`config.mk`:
```
export PLATFORM = sky130hd
export DESIGN_NAME = pcf_core
export DESIGN_NICKNAME = d
export VERILOG_FILES = /design/src/logic/pcf_pkg.sv /design/src/logic/pcf_core.sv /design/src/logic/pcf_stretch.sv
export SDC_FILE = /design/constraint.sdc
export NUM_CORES = 2
export LEC_CHECK = 0
export BUFFER_PORTS_ARGS = -buffer_cell sky130_fd_sc_hd__buf_2
export CAP_MARGIN = 20
export CORE_ASPECT_RATIO = 0.6
export CORE_MARGIN = 5
export CORE_UTILIZATION = 40
export DETAILED_ROUTE_END_ITERATION = 10
export GPL_TIMING_DRIVEN = 0
export HOLD_SLACK_MARGIN = 0.02
export PLACE_DENSITY = 0.63
export SETUP_SLACK_MARGIN = 0.5
export SLEW_MARGIN = 15
export SYNTH_ARGS = -nofsm -noshare
export SYNTH_HDL_FRONTEND = slang
export SYNTH_SLANG_ARGS = --single-unit
export TNS_END_PERCENT = 1
```
`constraint.sdc`:
```
create_clock -name clk -period 17.8 [get_ports clk]
set_clock_uncertainty 0.15 [all_clocks]
set_input_delay 1.78 -clock clk [delete_from_list [all_inputs] [get_ports clk]]
set_output_delay 1.78 -clock clk [all_outputs]
set_load 0.1 [all_outputs]
```
`src/logic/pcf_pkg.sv`:
```
// pcf_pkg: constants and types for the per-lane core-side queue interface
// assumes a single 125 MHz clock domain for fabric and PCS sides
`default_nettype none
package pcf_pkg;
    localparam int unsigned LANES      = 2;
    localparam int unsigned WORD_W     = 64;
    localparam int unsigned DEPTH      = 16;
    localparam int unsigned PTR_W      = 4;
    localparam int unsigned CNT_W      = 5;
    localparam logic [4:0]  PFULL_LVL  = 5'h0C;
    localparam logic [4:0]  PEMPTY_LVL = 5'h02;
    localparam logic [4:0]  FULL_LVL   = 5'h10;
    localparam logic [4:0]  EMPTY_LVL  = 5'h00;
    localparam logic [4:0]  ONE_LVL    = 5'h01;
    // async status pulses stand 2 to 3 cycles; we hold 3
    localparam int unsigned STRETCH_NS = 24;
    localparam int unsigned CLK_NS     = 8;
    localparam logic [1:0]  STRETCH_CY = 2'(STRETCH_NS / CLK_NS);
    localparam int unsigned ALIGN_MIN  = 4;
    localparam logic [2:0]  ALIGN_CY   = 3'(ALIGN_MIN);
    localparam logic [3:0]  LAT_DIV    = 4'hF;
    typedef enum logic [1:0]
    {
        PCF_MODE_BASIC = 2'b00,
        PCF_MODE_ILK   = 2'b01,
        PCF_MODE_10GR  = 2'b10,
        PCF_MODE_PHASE = 2'b11
    } pcf_mode_t;
endpackage : pcf_pkg
`default_nettype wire

```
`src/logic/pcf_core.sv`:
```
// pcf_core: per-lane transmit and receive core queues with status flags
// assumes fabric and PCS sides share clk; only latency_sclk is synchronised here
// Functional notes
// - transmit full flag asserts whenever the transmit queue is full
// - transmit almost-full asserts at the static partially-full level
// - transmit empty is a stretched pulse lasting 2 to 3 cycles
// - optional transmit almost-empty is a 2 to 3 cycle pulse
// - receive word-valid marks valid words; fabric drops the others
// - receive full is a stretched pulse lasting 2 to 3 cycles
// - receive almost-full is a 2 to 3 cycle pulse at threshold
// - receive empty asserts whenever the receive queue holds nothing
// - receive almost-empty asserts at the partially-empty level
// - in 10G mode a deleted word pulses the drop flag 2 to 3 cycles
// - in 10G mode an inserted word raises the added flag
// - Interlaken or Basic: one pop per cycle with read strobe high
// - Interlaken realign request clears the receive queue and alignment
// - latency pulses for both queues of each direction from reference clock
// - write-side and read-side signals are synchronous to their clocks
// - fabric clock drives transmit write and receive read sides
`default_nettype none
module pcf_core
    import pcf_pkg::*;
(
    input  wire logic                    clk,
    input  wire logic                    rst_b,
    input  wire pcf_pkg::pcf_mode_t      mode,
    input  wire logic                    pempty_en,
    input  wire logic                    latency_sclk,
    input  wire logic [LANES-1:0]        tx_wr_en,
    input  wire logic [LANES-1:0]        tx_gb_valid,
    input  wire logic [LANES*WORD_W-1:0] tx_data,
    input  wire logic [LANES-1:0]        pcs_tx_rd,
    output var  logic [LANES*WORD_W-1:0] pcs_tx_data,
    output var  logic [LANES-1:0]        tx_full,
    output var  logic [LANES-1:0]        tx_pfull,
    output var  logic [LANES-1:0]        tx_empty,
    output var  logic [LANES-1:0]        tx_pempty,
    input  wire logic [LANES-1:0]        pcs_rx_wr,
    input  wire logic [LANES-1:0]        pcs_rx_ins,
    input  wire logic [LANES-1:0]        pcs_rx_del,
    input  wire logic [LANES*WORD_W-1:0] pcs_rx_data,
    input  wire logic [LANES-1:0]        rx_rd_en,
    input  wire logic [LANES-1:0]        rx_align_clr,
    output var  logic [LANES*WORD_W-1:0] rx_data,
    output var  logic [LANES-1:0]        rx_valid,
    output var  logic [LANES-1:0]        rx_gb_valid,
    output var  logic [LANES-1:0]        rx_full,
    output var  logic [LANES-1:0]        rx_pfull,
    output var  logic [LANES-1:0]        rx_empty,
    output var  logic [LANES-1:0]        rx_pempty,
    output var  logic [LANES-1:0]        rx_del,
    output var  logic [LANES-1:0]        rx_ins,
    output var  logic [LANES-1:0]        align_search,
    output var  logic                    tx_core_lat_pulse,
    output var  logic                    tx_pcs_lat_pulse,
    output var  logic                    rx_core_lat_pulse,
    output var  logic                    rx_pcs_lat_pulse
);
    function automatic logic fifo_mode_strobe(input pcf_mode_t m);
        fifo_mode_strobe = (m == PCF_MODE_BASIC) || (m == PCF_MODE_ILK);
    endfunction : fifo_mode_strobe

    // latency reference synchroniser and divided edge
    typedef struct packed
    {
        logic [1:0] sync;
        logic       prev;
        logic [3:0] div;
        logic [3:0] pulse;
    } pcf_lat_t;
    pcf_lat_t l_q;
    pcf_lat_t l_d;
    always_comb
    begin
        l_d       = l_q;
        l_d.sync  = {l_q.sync[0], latency_sclk};
        l_d.prev  = l_q.sync[1];
        l_d.pulse = 4'h0;
        if (l_q.sync[1] && !l_q.prev)
        begin
            l_d.div = l_q.div + 4'h1;
            if (l_q.div == LAT_DIV)
            begin
                l_d.pulse = 4'hF;
            end
        end
    end
    always_ff @(posedge clk or negedge rst_b)
    begin
        if (!rst_b)
        begin
            l_q <= '0;
        end
        else
        begin
            l_q <= l_d;
        end
    end
    assign tx_core_lat_pulse = l_q.pulse[0];
    assign tx_pcs_lat_pulse  = l_q.pulse[1];
    assign rx_core_lat_pulse = l_q.pulse[2];
    assign rx_pcs_lat_pulse  = l_q.pulse[3];

    genvar g;
    generate
        for (g = 0; g < LANES; g++)
        begin : g_lane
            typedef struct packed
            {
                logic [PTR_W-1:0]  twp;
                logic [PTR_W-1:0]  trp;
                logic [CNT_W-1:0]  tcnt;
                logic [PTR_W-1:0]  rwp;
                logic [PTR_W-1:0]  rrp;
                logic [CNT_W-1:0]  rcnt;
                logic [2:0]        aln;
                logic              srch;
                logic [WORD_W-1:0] tout;
                logic [WORD_W-1:0] rout;
                logic              rvld;
                logic              rgbv;
                logic              tfull;
                logic              tpfull;
                logic              rempty;
                logic              rpempty;
                logic              rins;
                logic              ev_te;
                logic              ev_tpe;
                logic              ev_rf;
                logic              ev_rpf;
                logic              ev_del;
                logic              was_te;
                logic              was_tpe;
                logic              was_rf;
                logic              was_rpf;
            } pcf_lane_t;
            pcf_lane_t s_q;
            pcf_lane_t s_d;
            logic [WORD_W-1:0] tmem [DEPTH];
            logic [WORD_W-1:0] rmem [DEPTH];
            logic push_t;
            logic pop_t;
            logic push_r;
            logic pop_r;
            logic [CNT_W-1:0] tn;
            logic [CNT_W-1:0] rn;
            always_comb
            begin
                s_d    = s_q;
                // write strobe or gearbox valid qualifies data by mode
                push_t = (fifo_mode_strobe(mode) ? tx_wr_en[g] : tx_gb_valid[g]) && s_q.tcnt != FULL_LVL;
                pop_t  = pcs_tx_rd[g] && s_q.tcnt != EMPTY_LVL;
                push_r = (pcs_rx_wr[g] || pcs_rx_ins[g]) && s_q.rcnt != FULL_LVL && !s_q.srch;
                pop_r  = (fifo_mode_strobe(mode) ? rx_rd_en[g] : 1'b1) && s_q.rcnt != EMPTY_LVL;
                tn     = CNT_W'(s_q.tcnt + CNT_W'(push_t) - CNT_W'(pop_t));
                rn     = CNT_W'(s_q.rcnt + CNT_W'(push_r) - CNT_W'(pop_r));
                if (push_t)
                begin
                    s_d.twp = s_q.twp + PTR_W'(1);
                end
                if (pop_t)
                begin
                    s_d.trp  = s_q.trp + PTR_W'(1);
                    s_d.tout = tmem[s_q.trp];
                end
                if (push_r)
                begin
                    s_d.rwp = s_q.rwp + PTR_W'(1);
                end
                s_d.rvld = pop_r;
                s_d.rgbv = pop_r && !fifo_mode_strobe(mode);
                if (pop_r)
                begin
                    s_d.rrp  = s_q.rrp + PTR_W'(1);
                    s_d.rout = rmem[s_q.rrp];
                end
                // realign: flush receive queue, hold search while requested
                if (mode == PCF_MODE_ILK && rx_align_clr[g])
                begin
                    s_d.aln = (s_q.aln == ALIGN_CY) ? s_q.aln : s_q.aln + 3'h1;
                    s_d.rwp  = '0;
                    s_d.rrp  = '0;
                    s_d.srch = 1'b1;
                    s_d.rvld = 1'b0;
                    s_d.rgbv = 1'b0;
                    rn       = EMPTY_LVL;
                end
                else
                begin
                    s_d.aln = 3'h0;
                    // first word after a realign is the marker: it ends the search unstored
                    if (pcs_rx_wr[g] || pcs_rx_ins[g])
                    begin
                        s_d.srch = 1'b0;
                    end
                end
                s_d.ev_del  = mode == PCF_MODE_10GR && pcs_rx_del[g] && s_q.rcnt != EMPTY_LVL;
                if (s_d.ev_del)
                begin
                    // deleted word never reaches the read side
                    s_d.rvld = 1'b0;
                    s_d.rgbv = 1'b0;
                    if (!pop_r)
                    begin
                        s_d.rrp = s_q.rrp + PTR_W'(1);
                        rn      = CNT_W'(rn - ONE_LVL);
                    end
                end
                s_d.tcnt    = tn;
                s_d.rcnt    = rn;
                s_d.tfull   = tn == FULL_LVL;
                s_d.tpfull  = tn >= PFULL_LVL;
                s_d.rempty  = rn == EMPTY_LVL;
                s_d.rpempty = rn <= PEMPTY_LVL;
                s_d.rins    = mode == PCF_MODE_10GR && pcs_rx_ins[g] && push_r;
                // status pulses fire on entry only; a fresh reset counts as entering empty
                s_d.was_te  = tn == EMPTY_LVL;
                s_d.was_tpe = pempty_en && tn <= PEMPTY_LVL;
                s_d.was_rf  = rn == FULL_LVL;
                s_d.was_rpf = rn >= PFULL_LVL;
                s_d.ev_te   = s_d.was_te && !s_q.was_te;
                s_d.ev_tpe  = s_d.was_tpe && !s_q.was_tpe;
                s_d.ev_rf   = s_d.was_rf && !s_q.was_rf;
                s_d.ev_rpf  = s_d.was_rpf && !s_q.was_rpf;
            end
            always_ff @(posedge clk)
            begin
                if (push_t)
                begin
                    tmem[s_q.twp] <= tx_data[g*WORD_W +: WORD_W];
                end
                if (push_r)
                begin
                    rmem[s_q.rwp] <= pcs_rx_data[g*WORD_W +: WORD_W];
                end
            end
            always_ff @(posedge clk or negedge rst_b)
            begin
                if (!rst_b)
                begin
                    s_q         <= '0;
                    s_q.rempty  <= 1'b1;
                    s_q.rpempty <= 1'b1;
                end
                else
                begin
                    s_q <= s_d;
                end
            end
            pcf_stretch u_te  (.clk(clk), .rst_b(rst_b), .event_in(s_q.ev_te),  .level_out(tx_empty[g]));
            pcf_stretch u_tpe (.clk(clk), .rst_b(rst_b), .event_in(s_q.ev_tpe), .level_out(tx_pempty[g]));
            pcf_stretch u_rf  (.clk(clk), .rst_b(rst_b), .event_in(s_q.ev_rf),  .level_out(rx_full[g]));
            pcf_stretch u_rpf (.clk(clk), .rst_b(rst_b), .event_in(s_q.ev_rpf), .level_out(rx_pfull[g]));
            pcf_stretch u_del (.clk(clk), .rst_b(rst_b), .event_in(s_q.ev_del), .level_out(rx_del[g]));
            assign pcs_tx_data[g*WORD_W +: WORD_W] = s_q.tout;
            assign rx_data[g*WORD_W +: WORD_W]     = s_q.rout;
            assign rx_valid[g]     = s_q.rvld;
            assign rx_gb_valid[g]  = s_q.rgbv;
            assign tx_full[g]      = s_q.tfull;
            assign tx_pfull[g]     = s_q.tpfull;
            assign rx_empty[g]     = s_q.rempty;
            assign rx_pempty[g]    = s_q.rpempty;
            assign rx_ins[g]       = s_q.rins;
            assign align_search[g] = s_q.srch;
        end
    endgenerate
endmodule : pcf_core
`default_nettype wire

```
`src/logic/pcf_stretch.sv`:
```
// pcf_stretch: holds a one-cycle event high for a fixed number of cycles
// assumes the event comes from logic on the same clock
`default_nettype none
module pcf_stretch
    import pcf_pkg::*;
(
    input  wire logic clk,
    input  wire logic rst_b,
    input  wire logic event_in,
    output var  logic level_out
);
    typedef struct packed
    {
        logic [1:0] cnt;
        logic       out;
    } pcf_str_st_t;
    pcf_str_st_t s_q;
    pcf_str_st_t s_d;
    always_comb
    begin
        s_d = s_q;
        if (event_in)
        begin
            s_d.cnt = STRETCH_CY - 2'h1;
            s_d.out = 1'b1;
        end
        else if (s_q.cnt != 2'h0)
        begin
            s_d.cnt = s_q.cnt - 2'h1;
        end
        else
        begin
            s_d.out = 1'b0;
        end
    end
    always_ff @(posedge clk or negedge rst_b)
    begin
        if (!rst_b)
        begin
            s_q <= '0;
        end
        else
        begin
            s_q <= s_d;
        end
    end
    assign level_out = s_q.out;
endmodule : pcf_stretch
`default_nettype wire

```
==> flow_summary_export.csv <==
group,metric,value,unit
yosys,synth-simple-area-share,0.846,%
place,dp_hpwl,305000,um
route,drt_iter0_drc,10800,
floorplanning,core,0.424,mm2
grt,grt_pass1_vias,86200,
place,postPlaceCellArea,0.185,mm2
power_and_ir_drop,power.density,174,mW/mm2
yosys,ys_seq_elements,4476,
yosys,syn_area,0.170,mm2
route,final_antenna_net_count,0,
route,wl,452000,um
yosys,syn_nets,8052,
grt,grt_pass1_wl,643000,um
floorplanning,boundaryPins,564,
yosys,yosys.area_share.xor_xnor,0.268,%
run,max-cap-violations,0,
clocking,cts_setup_buffers,0,
route,drtPass1Iterations,6,
yosys,ys.flop_type,"edfxtp_1",
route,avgRoutedWirePerCell,30.1,um
power_and_ir_drop,ir_worst_vdd,207,uV
worst_setup_path,cp.arrival,6.41,ns
sta,hold_ws,0.216,ns
yosys,synthTopCellsByCount,"edfxtp_1 (4096), mux4_2 (1024), o22ai_1 (515), dfrtp_1 (376), buf_4 (332)",
yosys,yosys.area.top_type,"edfxtp_1",
layout,final_nets,9362,
worst_setup_path,crit_required,18.50,ns
route,drt-vias-per-instance,5.72,
route,vias,86000,
sta,finalSetupViolCount,0,
place,place_ws,11.24,ns
yosys,synth.area.mux_share,15.3,%
floorplanning,dieHeight,515,um
clocking,cts_max_level,5,
yosys,synthAdderAreaFrac,0.451,%
clocking,numClockSinks,4476,
power_and_ir_drop,p_leak,65.2,nW
grt,overflow,0,
sta,slew_headroom,16.1,%
route,drc,0,
grt,track_usage,20.2,%
sta,fin_crit_sh,32.1,%
clocking,clk_pin_slew,0.06,ns
layout,area_growth,16.5,%
clocking,cts-buffers-inserted,405,
yosys,synth_compound_area_share,2.68,%
place,numPortBuffers,563,
yosys,synth_top_family_by_area,"multiplexers",
clocking,cts-hold-fix-buffers,0,
floorplanning,die-width,852,um
sta,finalHoldViolCount,0,
yosys,synth_top_cells_by_area,"edfxtp_1 (72%), mux4_2 (14%), dfrtp_1 (5.5%), o22ai_1 (1.9%), mux2_2 (1.7%)",
clocking,worstSkewPairLatency,1.00,ns
sta,drv_slew,0,
worst_setup_path,setup.worst_path.start_class,"input pin",
clocking,cts_buffer_depth,4,
floorplanning,core.rowCount,185,
sta,worst_pin_slew,1.26,ns
worst_setup_path,end_kind,"flip-flop",
sta,timing.final.crit_period,5.71,ns
worst_setup_path,path_class,"input pin to flip-flop",
outcome,run_status,"finished clean",
worst_setup_path,path_max_fanout,10,
grt,grt_max_degree,85,
yosys,seq_area_frac_synth,77.8,%
layout,final_area,0.198,mm2
floorplanning,start_util,40.2,%
clocking,cts-root-buf,"clkbuf_16",
min_path,min_path_type,"flip-flop to flip-flop",
power_and_ir_drop,total_power,34.6,mW
clocking,cts_tree,"yes",
yosys,synth_cells,7715,
sta,fmax,175,MHz
clocking,cts_resized,0,
yosys,yosysUniqueCellTypes,52,
yosys,post-synth-top-count-cell,"edfxtp_1",
layout,drive_above_1_share,35.8,%
yosys,yosys_warnings,0,
yosys,synth_edf_count,4096,
grt,antenna_found_initial,93,
sta,rsz0062_at_grt,"no",
layout,fill_cells,34500,
yosys,syn_area_per_cell,22.1,um2
yosys,async_flop_share,8.49,%
sta,setup_slack,12.09,ns
sta,setup_tns,0,ns
layout,seq_area,0.133,mm2
floorplanning,fp.dieArea,0.439,mm2
yosys,synth.top_cell.area_share,72.2,%
place,routabilityCongestion,0.797,
layout,multiInputGateArea,0.0336,mm2
-- through the flow --
stage          cells  util [%]
2_1_floorplan   7715         -
3_3_place_gp   13900      42.5
3_5_place_dp   14200      43.6
4_1_cts        15000      46.8
5_1_grt        15000      46.8
6_report       15000      46.8
-- report_power, final --
group / switching (mW) / total (mW) / internal [mW]
logic: 7.75 / 12.2 / 4.44
registers: 0.479 / 13.4 / 12.9
clock network: 3.94 / 9.00 / 5.07
-- kinds of logic after synthesis --
group / Yosys count
mux: 1293
compound gates: 765
flops: 4476
simple gates: 297
fa+ha+maj: 59
buf+inv: 773
xor+xnor: 52
-- sequential cells by signal, indices dropped and copies added, names as in the netlist, 4 cells and up --
| register | cells |
|---|---|
| g_lane.rmem | 2048 |
| g_lane.s_q | 70 |
| g_lane.tmem | 2048 |
| g_lane.u_del.s_q | 4 |
| g_lane.u_rf.s_q | 4 |
| g_lane.u_rpf.s_q | 4 |
| g_lane.u_te.s_q | 4 |
| g_lane.u_tpe.s_q | 4 |
| l_q | 5 |
| pcs_tx_data | 128 |
| rx_data | 128 |
-- metal layers --
layer / global-route usage (%) / vias up / share of wire, % / wire length [um]
met5: 0 / - / 0.016 / 71
met4: 5.88 / 10 / 3.1 / 14200
met2: 29.4 / 4491 / 44 / 198000
met3: 3.88 / 735 / 9.1 / 41300
met1: 31.1 / 46100 / 44 / 198000
li1: - / 34600 / - / -
-- critical path, stage by stage --
cell      delay, ns
buf_2          0.10
buf_2          0.41
nor2_1         0.14
nor2_2         0.56
buf_2          0.45
clkbuf_1       0.71
ha_1           0.37
inv_1          0.06
ha_1           0.18
inv_1          0.07
fa_1           0.42
nand2b_1       0.16
a21oi_1        0.16
nor2_1         0.09
xor2_1         0.39
a41o_1         0.32
-- area by class of cell --
class                      count  area share, %
multi-input combinational   2466           17.0
tap                         5610           3.54
sequential                  4476           66.8
inverter                      87          0.165
antenna                       42         0.0530
clock buffer                 561           5.72
timing repair buffer         903           3.53
clock inverter               195           1.19
buffer                       686           2.06
-- path summary, 6_finish.rpt --
path / start / to / slack (ns) / depth (start not counted)
max: mode[1] / rx_pempty[1] / 12.09 / 16
min: l_d[8] / l_q[8] / 0.22 / 0
max reg2reg: g_lane[0].s_q[151] / g_lane[0].s_q[6] / 12.38 / 16
min reg2reg: l_d[8] / l_q[8] / 0.22 / 0
max in group asynchronous: rst_b / pcs_tx_data[90] / 14.52 / 6
min in group asynchronous: rst_b / rx_data[46] / 0.57 / 1
-- layout by cell type, fill, tap and decap left out, types with 12 or more instances in the layout --
| cell | netlist | layout |
|---|---|---|
| nand2b_1 | 13 | 13 |
| nor3_2 | 0 | 12 |
| a21o_1 | 16 | 16 |
| bufinv_16 | 0 | 39 |
| nand2_1 | 35 | 35 |
| a21oi_1 | 209 | 209 |
| mux2_2 | 259 | 259 |
| clkbuf_8 | 0 | 56 |
| clkbuf_1 | 163 | 258 |
| buf_12 | 0 | 41 |
| clkinvlp_4 | 0 | 14 |
| xor2_1 | 25 | 25 |
| xnor2_1 | 27 | 27 |
| inv_1 | 86 | 86 |
| nor2_1 | 135 | 115 |
| buf_1 | 67 | 67 |
| buf_6 | 18 | 47 |
| buf_4 | 332 | 473 |
| clkinv_1 | 0 | 37 |
| edfxtp_1 | 4096 | 4096 |
| buf_16 | 0 | 58 |
| inv_6 | 0 | 13 |
| o22ai_1 | 515 | 515 |
| clkinv_2 | 0 | 65 |
| clkbuf_16 | 0 | 408 |
| and2_4 | 0 | 24 |
| mux4_2 | 1024 | 1024 |
| diode_2 | 0 | 42 |
| or2_2 | 12 | 12 |
| buf_2 | 106 | 736 |
| ha_1 | 55 | 55 |
| dfrtp_1 | 376 | 376 |
| nor2_4 | 0 | 20 |
Power figures use the tool's default switching activity.
